`config.mk`:
```
export PLATFORM = sky130hd
export DESIGN_NAME = gotc_core
export DESIGN_NICKNAME = d
export VERILOG_FILES = /design/src/gotc_pkg.sv /design/src/gotc_core.sv
export SDC_FILE = /design/constraint.sdc
export NUM_CORES = 1
export LEC_CHECK = 0
export ABC_AREA = 1
export BUFFER_PORTS_ARGS = -buffer_cell sky130_fd_sc_hd__buf_2
export CAP_MARGIN = 25
export CORE_UTILIZATION = 50
export CTS_BUF_LIST = sky130_fd_sc_hd__clkbuf_4
export CTS_CLUSTER_SIZE = 8
export DETAILED_ROUTE_END_ITERATION = 12
export PLACE_DENSITY = 0.7
export REMOVE_ABC_BUFFERS = 1
export SYNTH_ARGS = -nofsm -noshare
export SYNTH_HDL_FRONTEND = slang
export SYNTH_SLANG_ARGS = --single-unit
```
`constraint.sdc`:
```
create_clock -name core_clk_i -period 7.1 [get_ports core_clk_i]
set_clock_uncertainty 0.15 [all_clocks]
set_input_delay 0.71 -clock core_clk_i [delete_from_list [all_inputs] [get_ports core_clk_i]]
set_output_delay 0.71 -clock core_clk_i [all_outputs]
set_load 0.03 [all_outputs]
```
`src/gotc_pkg.sv`:
```
// package: constants, types and register map of the gate output turn-off control
package gotc_pkg;

  // ----------------------------------------------------------------------
  // register map (word offsets, byte addresses)
  // ----------------------------------------------------------------------
  localparam logic [7:0] GOTC_ADDR_CTRL = 8'h00;
  localparam logic [7:0] GOTC_ADDR_TLA = 8'h04;
  localparam logic [7:0] GOTC_ADDR_TLB = 8'h08;
  localparam logic [7:0] GOTC_ADDR_SOFT = 8'h0C;
  localparam logic [7:0] GOTC_ADDR_STAT = 8'h10;

  // ----------------------------------------------------------------------
  // field layout of the control word
  // ----------------------------------------------------------------------
  localparam int GOTC_CTRL_NORM_LSB = 0;
  localparam int GOTC_CTRL_FAULT_LSB = 2;
  localparam int GOTC_CTRL_DLY_LSB = 8;
  localparam int GOTC_CTRL_RUN_BIT = 31;
  localparam int GOTC_STOP_W = 2;
  localparam int GOTC_DLY_W = 16;
  localparam int GOTC_TL_W = 16;
  localparam int GOTC_SOFT_W = 4;

  localparam logic [GOTC_STOP_W-1:0] GOTC_STOP_HARD = 2'h0;
  localparam logic [GOTC_STOP_W-1:0] GOTC_STOP_TWO = 2'h1;
  localparam logic [GOTC_STOP_W-1:0] GOTC_STOP_SOFT = 2'h2;

  localparam logic [31:0] GOTC_CTRL_RST = 32'h0000_0000;
  localparam logic [GOTC_TL_W-1:0] GOTC_TL_RST = 16'h0000;
  localparam logic [GOTC_SOFT_W-1:0] GOTC_SOFT_RST = 4'h8;

  // ----------------------------------------------------------------------
  // timing
  // ----------------------------------------------------------------------
  localparam int GOTC_CLK_MHZ = 250;
  localparam int GOTC_PROP_NS = 40;
  localparam int GOTC_SATURATION_LOSS_DETECT_NS = 100;
  localparam logic [15:0] GOTC_PROP_CYC = 16'((GOTC_PROP_NS * GOTC_CLK_MHZ + 999) / 1000);
  localparam logic [15:0] GOTC_SATURATION_LOSS_DETECT_CYC = 16'((GOTC_SATURATION_LOSS_DETECT_NS * GOTC_CLK_MHZ + 999) / 1000);

  // ----------------------------------------------------------------------
  // types
  // ----------------------------------------------------------------------
  typedef enum logic [2:0] {
    GOTC_OFF = 3'b000,
    GOTC_WAIT = 3'b001,
    GOTC_ON = 3'b011,
    GOTC_RAMP_A = 3'b010,
    GOTC_PLAT = 3'b110,
    GOTC_RAMP_B = 3'b111,
    GOTC_SOFT = 3'b101,
    GOTC_LOCK = 3'b100
  } gotc_state_t;

  // drive commands toward the analog output stage
  typedef struct packed {
    logic src_en;
    logic sink_hard;
    logic ramp_a;
    logic plat_reg;
    logic ramp_b;
    logic soft_en;
    logic clamp;
  } gotc_drive_t;

  // two-level stop tuning: ramp A speed, plateau level, plateau time, ramp B speed
  typedef struct packed {
    logic [7:0] ramp_a_rate;
    logic [7:0] plat_level;
    logic [15:0] plat_time;
    logic [7:0] ramp_b_rate;
    logic [15:0] ramp_time;
  } gotc_tl_t;

endpackage : gotc_pkg

```
`src/gotc_core.sv`:
```
// gate output turn-off control with wishbone configuration port
// Notes on behaviour
// - supplies ok: pwm high sources, low sinks
// - ready/fault fall or primary loss: fault stop
// - secondary loss: sink clamps gate actively
// - turn-on connects source to secondary supply
// - normal stop: hard or two-level only
// - fault stop: hard, two-level or soft
// - programmable delay before fault stop
// - gate high flag while gate above threshold
// - fault stop completes, ignores pwm low
// - ramp A down then hold plateau
// - after plateau, ramp B to rail
// - two-level tuned by config A and B
// - two-level lengthens turn-on delay by plateau
// - plateau regulated closed loop at sink
// - pwm-low two-level starts at once, ramp A lengthened by propagation delay
// - saturation_loss_detect stop after detect delay plus delay
// - output-side fault: immediate or delayed
// - input-side fault: propagation plus delay
// - soft stop discharges via weak sink
// - soft current set by four-bit code
// - soft range scales with output strength
// - config read-only while running, except the run bit
`timescale 1ns/10ps
`default_nettype none
module gotc_core
  import gotc_pkg::*;
(
  input wire logic core_clk_i,
  input wire logic rst_i,
  input wire logic [7:0] wb_adr_i,
  input wire logic [31:0] wb_dat_i,
  input wire logic [3:0] wb_sel_i,
  input wire logic wb_we_i,
  input wire logic wb_cyc_i,
  input wire logic wb_stb_i,
  output logic [31:0] wb_dat_o,
  output logic wb_ack_o,
  input wire logic pwm_i,
  input wire logic ready_check_pin_i,
  input wire logic fault_low_pin_i,
  input wire logic primary_supply_ok_i,
  input wire logic secondary_supply_ok_i,
  input wire logic saturation_loss_detect_i,
  input wire logic out_fault_i,
  input wire logic out_not_ready_i,
  input wire logic in_fault_i,
  input wire logic gate_above_thr_i,
  input wire logic plat_above_i,
  input wire logic [1:0] strength_i,
  output logic source_en_o,
  output logic sink_en_o,
  output logic sink_oe_o,
  output gotc_drive_t drive_o,
  output logic [GOTC_SOFT_W-1:0] soft_code_o,
  output logic [1:0] soft_range_o,
  output logic [7:0] ramp_rate_o,
  output logic [7:0] plat_level_o,
  output logic gate_high_flag_o,
  output logic fault_active_o
);

  // ----------------------------------------------------------------------
  // pin synchronisers: three stages, a change counts when 2nd and 3rd agree
  // ----------------------------------------------------------------------
  localparam int NSYNC = 7;
  logic [NSYNC-1:0] raw_in;
  logic [NSYNC-1:0] s1_reg;
  logic [NSYNC-1:0] s2_reg;
  logic [NSYNC-1:0] s3_reg;
  logic [NSYNC-1:0] filt_reg;

  assign raw_in = {pwm_i, ready_check_pin_i, fault_low_pin_i, primary_supply_ok_i,
                   secondary_supply_ok_i, saturation_loss_detect_i, gate_above_thr_i};

  genvar g;
  generate
    for (g = 0; g < NSYNC; g++) begin : g_sync
      always_ff @(posedge core_clk_i or posedge rst_i) begin
        if (rst_i) begin
          s1_reg[g] <= 1'b0;
          s2_reg[g] <= 1'b0;
          s3_reg[g] <= 1'b0;
          filt_reg[g] <= 1'b0;
        end else begin
          s1_reg[g] <= raw_in[g];
          s2_reg[g] <= s1_reg[g];
          s3_reg[g] <= s2_reg[g];
          if (s2_reg[g] == s3_reg[g]) begin
            filt_reg[g] <= s3_reg[g];
          end
        end
      end
    end
  endgenerate

  logic pwm_s, rdy_s, flt_s, vp_s, vs_s, saturation_loss_detect_s, gate_s;
  assign {pwm_s, rdy_s, flt_s, vp_s, vs_s, saturation_loss_detect_s, gate_s} = filt_reg;

  logic rdy_d_reg;
  logic flt_d_reg;
  logic vp_d_reg;
  always_ff @(posedge core_clk_i or posedge rst_i) begin
    if (rst_i) begin
      rdy_d_reg <= 1'b0;
      flt_d_reg <= 1'b0;
      vp_d_reg <= 1'b0;
    end else begin
      rdy_d_reg <= rdy_s;
      flt_d_reg <= flt_s;
      vp_d_reg <= vp_s;
    end
  end

  // input-side stop causes, taken on the ready or fault pin falling edge, primary loss, or while in_fault_i is high
  logic in_side_evt;
  assign in_side_evt = (rdy_d_reg & ~rdy_s) | (flt_d_reg & ~flt_s) | (vp_d_reg & ~vp_s)
                       | in_fault_i;
  logic out_side_evt;
  assign out_side_evt = out_fault_i | out_not_ready_i;

  // ----------------------------------------------------------------------
  // configuration registers
  // ----------------------------------------------------------------------
  logic [31:0] ctrl_reg;
  gotc_tl_t tl_reg;
  logic [GOTC_SOFT_W-1:0] soft_reg;
  logic ack_reg;
  logic [31:0] rdat_reg;

  logic running;
  assign running = ctrl_reg[GOTC_CTRL_RUN_BIT];
  logic [GOTC_STOP_W-1:0] norm_stop_select;
  logic [GOTC_STOP_W-1:0] fault_stop_select;
  logic [GOTC_DLY_W-1:0] fault_stop_delay;
  assign norm_stop_select = ctrl_reg[GOTC_CTRL_NORM_LSB +: GOTC_STOP_W];
  assign fault_stop_select = ctrl_reg[GOTC_CTRL_FAULT_LSB +: GOTC_STOP_W];
  assign fault_stop_delay = ctrl_reg[GOTC_CTRL_DLY_LSB +: GOTC_DLY_W];

  logic wb_req;
  assign wb_req = wb_cyc_i & wb_stb_i & ~ack_reg;

  function automatic logic [31:0] merge(input logic [31:0] old, input logic [31:0] nw,
                                        input logic [3:0] sel);
    logic [31:0] r;
    r = old;
    for (int i = 0; i < 4; i++) begin
      if (sel[i]) begin
        r[i*8 +: 8] = nw[i*8 +: 8];
      end
    end
    return r;
  endfunction : merge

  always_ff @(posedge core_clk_i or posedge rst_i) begin
    if (rst_i) begin
      ack_reg <= 1'b0;
    end else begin
      ack_reg <= wb_req;
    end
  end

  // only the run bit may be written while running; tuning stays frozen
  always_ff @(posedge core_clk_i or posedge rst_i) begin
    if (rst_i) begin
      ctrl_reg <= GOTC_CTRL_RST;
      tl_reg <= '0;
      soft_reg <= GOTC_SOFT_RST;
    end else if (wb_req && wb_we_i) begin
      unique case (wb_adr_i)
        GOTC_ADDR_CTRL: begin
          if (running) begin
            if (wb_sel_i[3]) begin
              ctrl_reg[GOTC_CTRL_RUN_BIT] <= wb_dat_i[GOTC_CTRL_RUN_BIT];
            end
          end else begin
            ctrl_reg <= merge(ctrl_reg, wb_dat_i, wb_sel_i);
          end
        end
        GOTC_ADDR_TLA: begin
          if (!running) begin
            {tl_reg.ramp_a_rate, tl_reg.plat_level, tl_reg.plat_time} <=
              merge({tl_reg.ramp_a_rate, tl_reg.plat_level, tl_reg.plat_time},
                    wb_dat_i, wb_sel_i);
          end
        end
        GOTC_ADDR_TLB: begin
          if (!running) begin
            {tl_reg.ramp_b_rate, tl_reg.ramp_time} <=
              24'(merge({8'h00, tl_reg.ramp_b_rate, tl_reg.ramp_time},
                        wb_dat_i, wb_sel_i));
          end
        end
        GOTC_ADDR_SOFT: begin
          if (!running && wb_sel_i[0]) begin
            soft_reg <= wb_dat_i[GOTC_SOFT_W-1:0];
          end
        end
        default: begin
        end
      endcase
    end
  end

  gotc_state_t st_reg;
  logic lock_cause_reg;

  always_ff @(posedge core_clk_i or posedge rst_i) begin
    if (rst_i) begin
      rdat_reg <= 32'h0000_0000;
    end else if (wb_req) begin
      unique case (wb_adr_i)
        GOTC_ADDR_CTRL: rdat_reg <= ctrl_reg;
        GOTC_ADDR_TLA: rdat_reg <= {tl_reg.ramp_a_rate, tl_reg.plat_level, tl_reg.plat_time};
        GOTC_ADDR_TLB: rdat_reg <= {8'h00, tl_reg.ramp_b_rate, tl_reg.ramp_time};
        GOTC_ADDR_SOFT: rdat_reg <= {28'h000_0000, soft_reg};
        GOTC_ADDR_STAT: rdat_reg <= {24'h00_0000, 1'b0, st_reg, vs_s, vp_s,
                                     fault_active_o, gate_high_flag_o};
        default: rdat_reg <= 32'h0000_0000;
      endcase
    end
  end
  assign wb_ack_o = ack_reg;
  assign wb_dat_o = rdat_reg;

  // ----------------------------------------------------------------------
  // turn-off sequencer
  // ----------------------------------------------------------------------
  logic [GOTC_STOP_W-1:0] norm_eff;
  assign norm_eff = (norm_stop_select == GOTC_STOP_TWO) ? GOTC_STOP_TWO
                                                         : GOTC_STOP_HARD;
  logic fault_reg;
  logic [GOTC_STOP_W-1:0] style_reg;
  logic [GOTC_DLY_W+1:0] cnt_reg;
  logic cnt_zero;
  assign cnt_zero = (cnt_reg == '0);
  logic fault_start;
  logic [GOTC_DLY_W+1:0] fault_wait;

  // saturation_loss_detect adds its own detect delay, input-side causes add propagation delay
  always_comb begin
    fault_start = 1'b0;
    fault_wait = '0;
    if (saturation_loss_detect_s) begin
      fault_start = 1'b1;
      fault_wait = (GOTC_DLY_W+2)'(GOTC_SATURATION_LOSS_DETECT_CYC) + (GOTC_DLY_W+2)'(fault_stop_delay);
    end else if (in_side_evt) begin
      fault_start = 1'b1;
      fault_wait = (GOTC_DLY_W+2)'(GOTC_PROP_CYC) + (GOTC_DLY_W+2)'(fault_stop_delay);
    end else if (out_side_evt) begin
      fault_start = 1'b1;
      fault_wait = (GOTC_DLY_W+2)'(fault_stop_delay);
    end
  end

  logic pwm_on_ok;
  assign pwm_on_ok = pwm_s & rdy_s & flt_s & vp_s & ~out_side_evt & ~in_fault_i;

  always_ff @(posedge core_clk_i or posedge rst_i) begin
    if (rst_i) begin
      st_reg <= GOTC_OFF;
      cnt_reg <= '0;
      fault_reg <= 1'b0;
      style_reg <= GOTC_STOP_HARD;
      lock_cause_reg <= 1'b0;
    end else if (!vs_s || !running) begin
      st_reg <= GOTC_OFF;
      cnt_reg <= '0;
      fault_reg <= 1'b0;
    end else if (fault_start && !fault_reg && st_reg != GOTC_LOCK) begin
      // fault wins over any normal stop in progress
      fault_reg <= 1'b1;
      style_reg <= fault_stop_select;
      // only a conducting gate is held through the delay; otherwise source would pulse on
      st_reg <= (st_reg == GOTC_ON) ? GOTC_WAIT : GOTC_LOCK;
      cnt_reg <= fault_wait;
    end else begin
      unique case (st_reg)
        GOTC_OFF: begin
          if (pwm_on_ok) begin
            st_reg <= GOTC_WAIT;
            cnt_reg <= (norm_eff == GOTC_STOP_TWO)
                       ? (GOTC_DLY_W+2)'(GOTC_PROP_CYC) + (GOTC_DLY_W+2)'(tl_reg.plat_time)
                       : (GOTC_DLY_W+2)'(GOTC_PROP_CYC);
          end
        end
        GOTC_WAIT: begin
          if (!cnt_zero) begin
            cnt_reg <= cnt_reg - 1'b1;
          end else if (fault_reg) begin
            cnt_reg <= (GOTC_DLY_W+2)'(tl_reg.ramp_time);
            unique case (style_reg)
              GOTC_STOP_TWO: st_reg <= GOTC_RAMP_A;
              GOTC_STOP_SOFT: st_reg <= GOTC_SOFT;
              default: st_reg <= GOTC_LOCK;
            endcase
          end else if (!pwm_s) begin
            st_reg <= GOTC_OFF;
          end else begin
            st_reg <= GOTC_ON;
          end
        end
        GOTC_ON: begin
          if (!pwm_s) begin
            style_reg <= norm_eff;
            if (norm_eff == GOTC_STOP_TWO) begin
              st_reg <= GOTC_RAMP_A;
              cnt_reg <= (GOTC_DLY_W+2)'(tl_reg.ramp_time) + (GOTC_DLY_W+2)'(GOTC_PROP_CYC);
            end else begin
              st_reg <= GOTC_OFF;
            end
          end
        end
        GOTC_RAMP_A: begin
          if (!cnt_zero) begin
            cnt_reg <= cnt_reg - 1'b1;
          end else begin
            st_reg <= GOTC_PLAT;
            cnt_reg <= (GOTC_DLY_W+2)'(tl_reg.plat_time);
          end
        end
        GOTC_PLAT: begin
          if (!cnt_zero) begin
            cnt_reg <= cnt_reg - 1'b1;
          end else begin
            st_reg <= GOTC_RAMP_B;
            cnt_reg <= (GOTC_DLY_W+2)'(tl_reg.ramp_time);
          end
        end
        GOTC_RAMP_B: begin
          if (!gate_s || cnt_zero) begin
            st_reg <= fault_reg ? GOTC_LOCK : GOTC_OFF;
          end else begin
            cnt_reg <= cnt_reg - 1'b1;
          end
        end
        GOTC_SOFT: begin
          if (!gate_s) begin
            st_reg <= GOTC_LOCK;
          end
        end
        GOTC_LOCK: begin
          // stays off until ready, fault pin and supply return, no out-side, saturation_loss_detect or in_fault_i cause remains and pwm is low
          if (rdy_s && flt_s && vp_s && !pwm_s && !out_side_evt && !saturation_loss_detect_s && !in_fault_i) begin
            st_reg <= GOTC_OFF;
            fault_reg <= 1'b0;
            lock_cause_reg <= 1'b0;
          end else begin
            lock_cause_reg <= 1'b1;
          end
        end
        default: st_reg <= GOTC_LOCK;
      endcase
    end
  end

  // ----------------------------------------------------------------------
  // output stage drive
  // ----------------------------------------------------------------------
  gotc_drive_t drv;
  always_comb begin
    drv = '0;
    if (!vs_s) begin
      drv.clamp = 1'b1;
    end else begin
      unique case (st_reg)
        GOTC_ON: drv.src_en = 1'b1;
        GOTC_WAIT: begin
          drv.src_en = fault_reg;
          drv.sink_hard = ~fault_reg;
        end
        GOTC_RAMP_A: drv.ramp_a = 1'b1;
        GOTC_PLAT: drv.plat_reg = 1'b1;
        GOTC_RAMP_B: drv.ramp_b = 1'b1;
        GOTC_SOFT: drv.soft_en = 1'b1;
        default: drv.sink_hard = 1'b1;
      endcase
    end
  end

  logic src_q_reg;
  logic sink_q_reg;
  gotc_drive_t drv_reg;
  logic [7:0] rate_reg;
  logic ghf_reg;
  always_ff @(posedge core_clk_i or posedge rst_i) begin
    if (rst_i) begin
      drv_reg <= '0;
      src_q_reg <= 1'b0;
      sink_q_reg <= 1'b1;
      rate_reg <= 8'h00;
      ghf_reg <= 1'b0;
    end else begin
      drv_reg <= drv;
      src_q_reg <= drv.src_en;
      // plateau closed loop: sink only while the gate sits above the plateau
      sink_q_reg <= drv.sink_hard | drv.clamp | drv.ramp_a | drv.ramp_b | drv.soft_en
                    | (drv.plat_reg & plat_above_i);
      rate_reg <= drv.ramp_b ? tl_reg.ramp_b_rate : tl_reg.ramp_a_rate;
      ghf_reg <= gate_s;
    end
  end

  assign source_en_o = src_q_reg;
  assign sink_en_o = sink_q_reg;
  assign sink_oe_o = sink_q_reg;
  assign drive_o = drv_reg;
  assign soft_code_o = soft_reg;
  assign soft_range_o = strength_i;
  assign ramp_rate_o = rate_reg;
  assign plat_level_o = tl_reg.plat_level;
  assign gate_high_flag_o = ghf_reg;
  assign fault_active_o = fault_reg | lock_cause_reg;

endmodule : gotc_core
`default_nettype wire

```
==> Word-level counts from Yosys, hierarchy flattened <==
Cells that the tools add are included.
{ "op_classes": {"addsub": 5, "n_eq_ne": 35, "muxes": 57, "bitwise_logic": 31, "n_reduce_logical": 46} }
{ "op_table": {"columns": ["operator", "count"], "rows": [
  ["$mux W18", 10],
  ["$pmux W32 S5", 1],
  ["$pmux W18 S6", 1],
  ["$mux W17", 3],
  ["$reduce_and A4 Y1", 11],
  ["$mux W3", 13],
  ["$ne A4 B4 Y1 const B", 9],
  ["$add A4 B16 Y17 const A", 2],
  ["$pmux W3 S8", 1],
  ["$logic_not A18 Y1", 1],
  ["$sub A18 B1 Y18 const B", 1],
  ["$add A16 B4 Y17 const B", 1],
  ["$add A5 B16 Y17 const A", 1],
  ["$eq A8 B4 Y1 const B", 2],
  ["$mux W1", 16],
  ["$mux W16", 1],
  ["$mux W8", 2],
  ["$eq A3 B3 Y1 const B", 4],
  ["$and A1 B1 Y1", 11],
  ["$logic_and A1 B1 Y1", 10],
  ["$mux W2", 5],
  ["$not A1 Y1", 10],
  ["$or A1 B1 Y1", 10],
  ["$reduce_and A3 Y1", 3],
  ["other kinds (26)", 45]
]} }
{ "totals": {"regBits": 198, "output_inout_bits": 67} }

==> Depth between registers and ports, before layout <==
Gate-level depths: netlist of the first run.
{ "logic_depth": {"word_depth": 11, "ltp_mapped": 15, "ltp_nobuf": 14} }

==> Worst setup path after synthesis of the first run <==
OpenSTA, ideal clock, no wires.
{ "synth_path": {"path_kind": "input-to-reg", "from": "input port wb_adr_i[7]", "to": "register ctrl_reg[24]", "arrival_time_ns": 1.847, "required_ns": 6.820, "slack_ns": 4.972, "stages": 11, "n_path_buf": 1, "cell_sequence": "nor2_1 nand2_1 nor2_1 nand2_1 nor2_2 inv_2 nor2_2 nand3_1 clkbuf_1 nand2_1 o21ai_1"} }
{ "synth_between": {"elab_chain_len": 2} }
{ "synth_rtl": {"columns": ["element", "line", "source"], "rows": [
  ["start, declared", "gotc_core.sv:32", "input wire logic [7:0] wb_adr_i,"],
  ["$logic_not A8 Y1", "gotc_core.sv:171", "unique case (wb_adr_i)"],
  ["$reduce_and A4 Y1 (no line)", null, null],
  ["end signal, assigned by index", "gotc_core.sv:175", "ctrl_reg[GOTC_CTRL_RUN_BIT] <= wb_dat_i[GOTC_CTRL_RUN_BIT];"],
  ["end signal, assigned", "gotc_core.sv:178", "ctrl_reg <= merge(ctrl_reg, wb_dat_i, wb_sel_i);"],
  ["end, declared", "gotc_core.sv:126", "logic [31:0] ctrl_reg;"]
]} }
Every way passes these cells.
A chain may end at the register's enable or synchronous reset.

==> Final worst setup path of the first run <==
{ "layout_path": {"from": "register cnt_reg[0]", "to": "register cnt_reg[1]"} }
{ "layout_between": {"elab_chain_len": 5, "word_cells_on_any_way": 13} }
{ "layout_rtl": {"columns": ["element", "line", "source"], "rows": [
  ["start, declared", "gotc_core.sv:235", "logic [GOTC_DLY_W+1:0] cnt_reg;"],
  ["start signal, assigned", "gotc_core.sv:277", "cnt_reg <= fault_wait;"],
  ["start signal, assigned", "gotc_core.sv:283", "cnt_reg <= (norm_eff == GOTC_STOP_TWO)"],
  ["start signal, assigned", "gotc_core.sv:290", "cnt_reg <= cnt_reg - 1'b1;"],
  ["$sub A18 B1 Y18 / $logic_not A18 Y1 (equally long branches)", null, null],
  ["$mux W18, on equally long branches", null, null],
  ["$pmux W18 S6", "gotc_core.sv:279", "unique case (st_reg)"],
  ["$mux W18", "gotc_core.sv:271", "end else if (fault_start && !fault_reg && st_reg != GOTC_LOCK) begin"],
  ["$mux W18", "gotc_core.sv:267", "end else if (!vs_s || !running) begin"]
]} }
Parallel ways exist; a longest one is shown, timed or not. The select of a mux whose other input is x is not followed.

==> results of run 1 <==
## cells in the mapped netlist (6+ instances only)
| library cell | number |
|---|---|
| nor2_1 | 126 |
| maj3_1 | 7 |
| inv_1 | 151 |
| inv_2 | 12 |
| a21oi_1 | 66 |
| o21ai_1 | 31 |
| buf_2 | 11 |
| xor2_1 | 16 |
| nand2_2 | 8 |
| buf_4 | 15 |
| o21ai_0 | 169 |
| nand2_1 | 415 |
| nand4_1 | 17 |
| o211ai_1 | 6 |
| nand3_1 | 87 |
| dfrtp_1 | 196 |
| clkbuf_1 | 29 |
| o22ai_1 | 12 |
| nor2_2 | 12 |
| nor3_1 | 10 |
## cells by family (layout without fill, tap and decap cells)
family,Yosys count,after routing
simple gates,698,698
compound gates,308,308
buf+inv,225,332
flops,198,198
xor+xnor,18,18
fa+ha+maj,12,12
other cells,0,1
## what timing repair did
action | in CTS | in global routing
hold buffers | 6 | 0
endpoints found under the setup margin | 0 | 0
endpoints found under the hold margin | 6 | 0
## through the flow
stage | setup slack [ns] | utilization
finish | 4.14 | 0.563
global route | 3.94 | 0.563
CTS | 4.17 | 0.563
detailed placement | 3.64 | 0.546
global placement | 3.70 | 0.546
floorplan | 0.846 | -
## worst max-delay path, stage by stage, from the launching register on
cell and delay (ns):
dfrtp_1 0.43, inv_1 0.11, ha_1 0.21, nand2_2 0.15, nor2_8 0.18, nand4_1 0.55, a21oi_1 0.70, nor2_1 0.08
o21ai_1 0.23, a21oi_2 0.08
## worst paths after layout
path,start,to,slack [ns],cells after the start
worst max-delay path,cnt_reg[0]$_DFFE_PP0P_,cnt_reg[1]$_DFFE_PP0P_,4.14,9
max in group asynchronous,rst_i,cnt_reg[2]$_DFFE_PP0P_,5.29,3
worst min-delay path,gate_above_thr_i,s1_reg[0]$_DFF_PP0_,0.04,1
min in group asynchronous,rst_i,wb_ack_o$_DFF_PP0_,0.07,2
worst max register to register,cnt_reg[0]$_DFFE_PP0P_,cnt_reg[1]$_DFFE_PP0P_,4.14,9
worst min register to register,s1_reg[6]$_DFF_PP0_,s2_reg[6]$_DFF_PP0_,0.22,0
## layer usage
metal  wire length, um  part of all wire
met5                 0                 0
met4               803             0.026
met3              2270             0.073
met2             14000              0.45
met1             14000              0.45
## power by group through the flow
stage | sequential (W) | clock [W] | combinational (W)
after detailed placement | 0.00119 | 0 | 0.000138
final | 0.00117 | 0.000635 | 0.000140
after global routing | 0.00117 | 0.000686 | 0.000157
after floorplan | 0.00120 | 0 | 0.0000722
after global placement | 0.00119 | 0 | 0.000137
after CTS | 0.00117 | 0.000648 | 0.000141
## area by class of cell
type / count / area, um^2
diodes: 1 / 2.50
inverters: 165 / 628
clock buffers: 17 / 128
well taps: 275 / 344
multi-input cells: 1036 / 4950
repair buffers: 135 / 718
clock inverters: 15 / 181
flip-flops and latches: 198 / 4960
fillers: 2057 / 9240
==> metrics.csv, run 1 <==
stage,metric,value,unit
layout,final instance area,11900,um^2
clock_network,CTS Buf Count,17,
pwr,Design Power,0.00194,W
critical_path,Startpoint Class,register,
timing,setup TNS,0,ns
critical_path,Crit. End Element,register,
placement,Placed Area,11500,um^2
timing,minimum period implied by the final worst setup slack,2.96,ns
synth,post-synth top area share,0.452,
timing,"Period Utilization, post-route",0.417,
timing,slew margin rel.,0.335,
synth,asr flop ratio synth,1.00,
min_path,HP Class,in2reg,
layout,"commonest non-fill, non-tap cell in the layout",nand2_1,
synth,XOR/XNOR share of the synthesized area,0.0145,
die,Core Region,21200,um^2
timing,Hold Fails Final Rpt,0,
synth,number of synthesized flops with an enable pin,0,
pwr,pwr dens,163,nW/um^2
global_routing,GRT met2 Usage,0.443,
synth,Ys Warns,0,
route,DR pass1 iterations,8,
pwr,sw frac,0.287,
die,row count,53,
critical_path,CP max FO,13,
clock_network,post-CTS setup buffer count,0,
run_status,status,completed,
pwr,internal power,0.00139,W
pwr,Sw Pwr,0.000559,W
flow_run,Max-Cap Viols,0,
synth,post-synthesis mux area share,0,
global_routing,total track usage,0.292,
synth,largest family of logic cells by synthesized area,simple AND/OR/NAND/NOR gates,
synth,"Seq/Total Area, Yosys",0.457,
synth,synthesis-stage register bit count,198,
timing,fmax,0.337,GHz
synth,Adder-Cell Fraction of Synth Area,0.0122,
pwr,Comb power frac,0.072,
global_routing,GR peak layer,met2,
synth,synthesized instance count,1459,
timing,Hold WS,0.0424,ns
die,# IOs,129,
timing,RSZ-0062 raised after global routing,false,
pwr,Peak VDD IR,0.121,mV
clock_network,H-tree depth,4,
global_routing,M1 GR Usage,0.421,
route,DRC viols,0,
placement,routability cong.,0.973,
route,Post-Route WL,31.1,mm
synth,top_reg_cell synth,dfrtp_1,
critical_path,Crit path arrival time,3.34,ns
synth,Synth Area in Simple Gates,0.278,
layout,max reg flops,48,
timing,worst slew pin tran,0.995,ns
layout,Final Non-Filler Cells,1842,
global_routing,total gr overflow,0,
route,Final ANT Viol Nets,0,
route,DR vias/cell,5.50,
global_routing,grt met3 use,0.0517,
layout,most frequent cells in the layout,"nand2_1, dfrtp_1, o21ai_0",
pwr,P_leak,5.94,nW
timing,max-slew violations,0,
layout,area delta synth->final,9.78,%
timing,Setup Viol. Count Final,0,
pwr,clock share of power,0.326,
clock_network,TritonCTS clock tree,done,
global_routing,first-pass GRT wire length,49.8,mm
placement,port bufs,124,
placement,DP HPWL,23.0,mm
die,DIE HEIGHT,149,um
pwr,Reg power frac,0.601,
die,die area,22300,um^2
clock_network,root buf cell,clkbuf_4,
clock_network,Clock Tree Buf Depth,2,
clock_network,Sink Count,198,
synth,Synth Area in Compound Gates,0.151,
synth,largest area contributor in the synthesized netlist,dfrtp_1,
synth,Mapped Area,10900,um^2
layout,layout cell share with drive strength beyond 1,0.141,
clock_network,CTS resizes,0,
synth,"Avg Cell Area, Syn",7.44,um^2
route,WL/cell,16.9,um
critical_path,Crit Path Category,reg2reg,
global_routing,initial antenna violation count,1,
clock_network,"Clk Latency, worst-skew pair",0.63,ns
route,DR vias,10100,
synth,top post-synthesis cells by area,"dfrtp_1, nand2_1, o21ai_0",
clock_network,"Reg clk slew, reported paths",0.17,ns
placement,cell count after placement,1803,
route,starting DRC count in detailed routing,949,
synth,Synth cell types,46,
layout,number of nets in the layout,1620,
global_routing,number of global-route vias before repair,9285,
die,die width,149,um
die,Initial Util,0.513,
global_routing,largest net degree at the start of global routing,124,
critical_path,Worst EP required,7.47,ns
Note: power is estimated with default switching activity, not from simulation.
==> run 2, diff against run 1 <==
==> constraint.sdc (replaced) <==
create_clock -name core_clk_i -period 2.9 [get_ports core_clk_i]
set_clock_uncertainty 0.15 [all_clocks]
set_input_delay 0.29 -clock core_clk_i [delete_from_list [all_inputs] [get_ports core_clk_i]]
set_output_delay 0.29 -clock core_clk_i [all_outputs]
set_load 0.03 [all_outputs]
==> run 2 against run 1 <==
Net effect: utilization grew 2.4 points; sequential share of layout area shrank 1.7 points; critical path depth is 3 higher; combinational power grew to 2.9 times the previous value; die area unchanged; final cell count increased by 2.9%; wire length up 3.5%; sequential power grew 140%; worst setup slack got worse by 3.7 ns; largest cell class unchanged; highest routed layer unchanged.
==> metrics.csv, run 2 (synthesized netlist as in run 1, its figures left out) <==
stage,metric,value,unit
placement,Placed Area,11700,um^2
layout,most frequent cells in the layout,"nand2_1, dfrtp_1, o21ai_0",
min_path,HP Class,in2reg,
timing,minimum period implied by the final worst setup slack,2.49,ns
die,row count,53,
die,die width,149,um
pwr,Peak VDD IR,0.289,mV
pwr,pwr dens,381,nW/um^2
timing,worst slew pin tran,0.717,ns
critical_path,critical path's top delay family,simple AND/OR/NAND/NOR gates,
critical_path,Crit path arrival time,2.84,ns
layout,number of nets in the layout,1674,
clock_network,TritonCTS clock tree,done,
clock_network,H-tree depth,4,
clock_network,CTS Buf Count,17,
route,WL/cell,17.0,um
clock_network,post-CTS setup buffer count,0,
global_routing,number of global-route vias before repair,9543,
global_routing,largest net degree at the start of global routing,105,
die,DIE HEIGHT,149,um
timing,Hold WS,0.0680,ns
clock_network,"Clk Latency, worst-skew pair",0.60,ns
layout,area of the multi-input gates,4950,um^2
critical_path,Crit. End Element,register,
placement,DP HPWL,23.8,mm
timing,max-slew violations,0,
pwr,P_leak,6.16,nW
global_routing,total track usage,0.301,
critical_path,Crit Path Category,reg2reg,
pwr,Design Power,0.00473,W
timing,fmax,0.402,GHz
placement,port bufs,124,
clock_network,root buf cell,clkbuf_4,
route,DRC viols,0,
timing,"Period Utilization, post-route",0.857,
die,Core Region,21200,um^2
layout,# fillers,1979,
critical_path,Startpoint Class,register,
die,Initial Util,0.513,
layout,max reg flops,48,
clock_network,Sink Count,198,
run_status,status,completed,
route,DR vias,10200,
global_routing,first-pass GRT wire length,51.2,mm
die,die area,22300,um^2
route,DR pass1 iterations,6,
die,# IOs,129,
placement,routability cong.,0.951,
route,DR vias/cell,5.38,
critical_path,Critical-path top delay cell,dfrtp_1,
timing,RSZ-0062 raised after global routing,false,
route,Post-Route WL,32.2,mm
global_routing,initial antenna violation count,1,
layout,"commonest non-fill, non-tap cell in the layout",nand2_1,
clock_network,Clock Tree Buf Depth,2,
layout,area delta synth->final,14.4,%
critical_path,worst path buffer plus inverter count,3,
critical_path,Worst EP required,3.25,ns
critical_path,Max stage delay on crit path,0.45,ns
layout,layout cell share with drive strength beyond 1,0.145,
route,starting DRC count in detailed routing,831,
global_routing,total gr overflow,0,
layout,FF/Latch Area,4960,um^2
critical_path,Worst path most repeated cell,nand2_2,
route,Final ANT Viol Nets,0,
timing,Setup Viol. Count Final,0,
critical_path,CP max FO,26,
clock_network,"Reg clk slew, reported paths",0.19,ns
layout,Util after Layout,0.587,
layout,final instance area,12400,um^2
timing,slew margin rel.,0.522,
timing,Hold Fails Final Rpt,0,
critical_path,CP Cell Sequence,inv_2 -> nand2_1 -> nand2_2 -> nor2_8 -> nand2_2 -> nand2_2 -> nand2_2 -> inv_2 -> nand2_4 -> inv_2 -> nor2_1 -> a21oi_2,
flow_run,Max-Cap Viols,0,
## run 2: cell types whose count changed in the layout (fill, tap and decap cells not counted)
cell	previous run	this run
clkinvlp_4	0	2
clkinv_4	3	2
dlygate4sd3_1	6	45
clkinv_2	2	1
clkinv_1	1	2
inv_8	2	5
inv_6	5	2
buf_12	0	1
bufinv_16	1	0
buf_4	5	19
## run 2: final timing paths
| kind | startpoint | end | slack [ns] | cells past startpoint |
|---|---|---|---|---|
| max | vp_s$_DFFE_PP0N_ | cnt_reg[2]$_DFFE_PP0P_ | 0.41 | 12 |
| min | wb_adr_i[0] | wb_dat_o[31]$_DFFE_PP0P_ | 0.07 | 8 |
| max reg2reg | vp_s$_DFFE_PP0N_ | cnt_reg[2]$_DFFE_PP0P_ | 0.41 | 12 |
| min reg2reg | s1_reg[6]$_DFF_PP0_ | s2_reg[6]$_DFF_PP0_ | 0.22 | 0 |
| max in group asynchronous | rst_i | tl_reg[14]$_DFFE_PP0P_ | 1.59 | 4 |
| min in group asynchronous | rst_i | wb_dat_o[0]$_DFFE_PP0P_ | 0.20 | 3 |
## run 2: where the power goes
group / leakage, nW / switching [W] / internal [W]
sequential: 2.66 / 0.0000432 / 0.00282
clock: 0.149 / 0.00108 / 0.000395
combinational: 3.35 / 0.000255 / 0.000145
## run 2: tightest hold or removal path: cells and delay by family
family          cells  cell delay (ns)
simple gates        5             0.27
buf+inv             2             0.17
compound gates      1             0.08
## run 2: area by class of cell
type                    instances  area share
diodes                          1    0.000202
clock buffers                  17      0.0103
clock inverters                15      0.0132
inverters                     165      0.0506
multi-input cells            1036       0.399
flip-flops and latches        198       0.399
well taps                     275      0.0277
repair buffers                189      0.0994
## run 2: timing repair
item,CTS,global route
endpoints found under the setup margin,0,0
hold buffers,45,0
gates resized for setup,0,0
endpoints found under the hold margin,200,0
## run 2: per-layer routing
layer | GRT usage | up-vias | part of all wire
met5 | 0 | - | 0
met4 | 0.106 | 0 | 0.029
met3 | 0.0569 | 59 | 0.069
met2 | 0.452 | 386 | 0.44
met1 | 0.433 | 4738 | 0.46
li1 | - | 5020 | -
## run 2: metrics by stage
stage	TNS, ns	instances	setup WS (ns)
floorplan	-577.91	1399	-2.93
global placement	0	1818	0.538
detailed placement	0	1818	0.458
CTS	0	1895	0.440
global route	0	1896	0.261
finish	0	1896	0.415
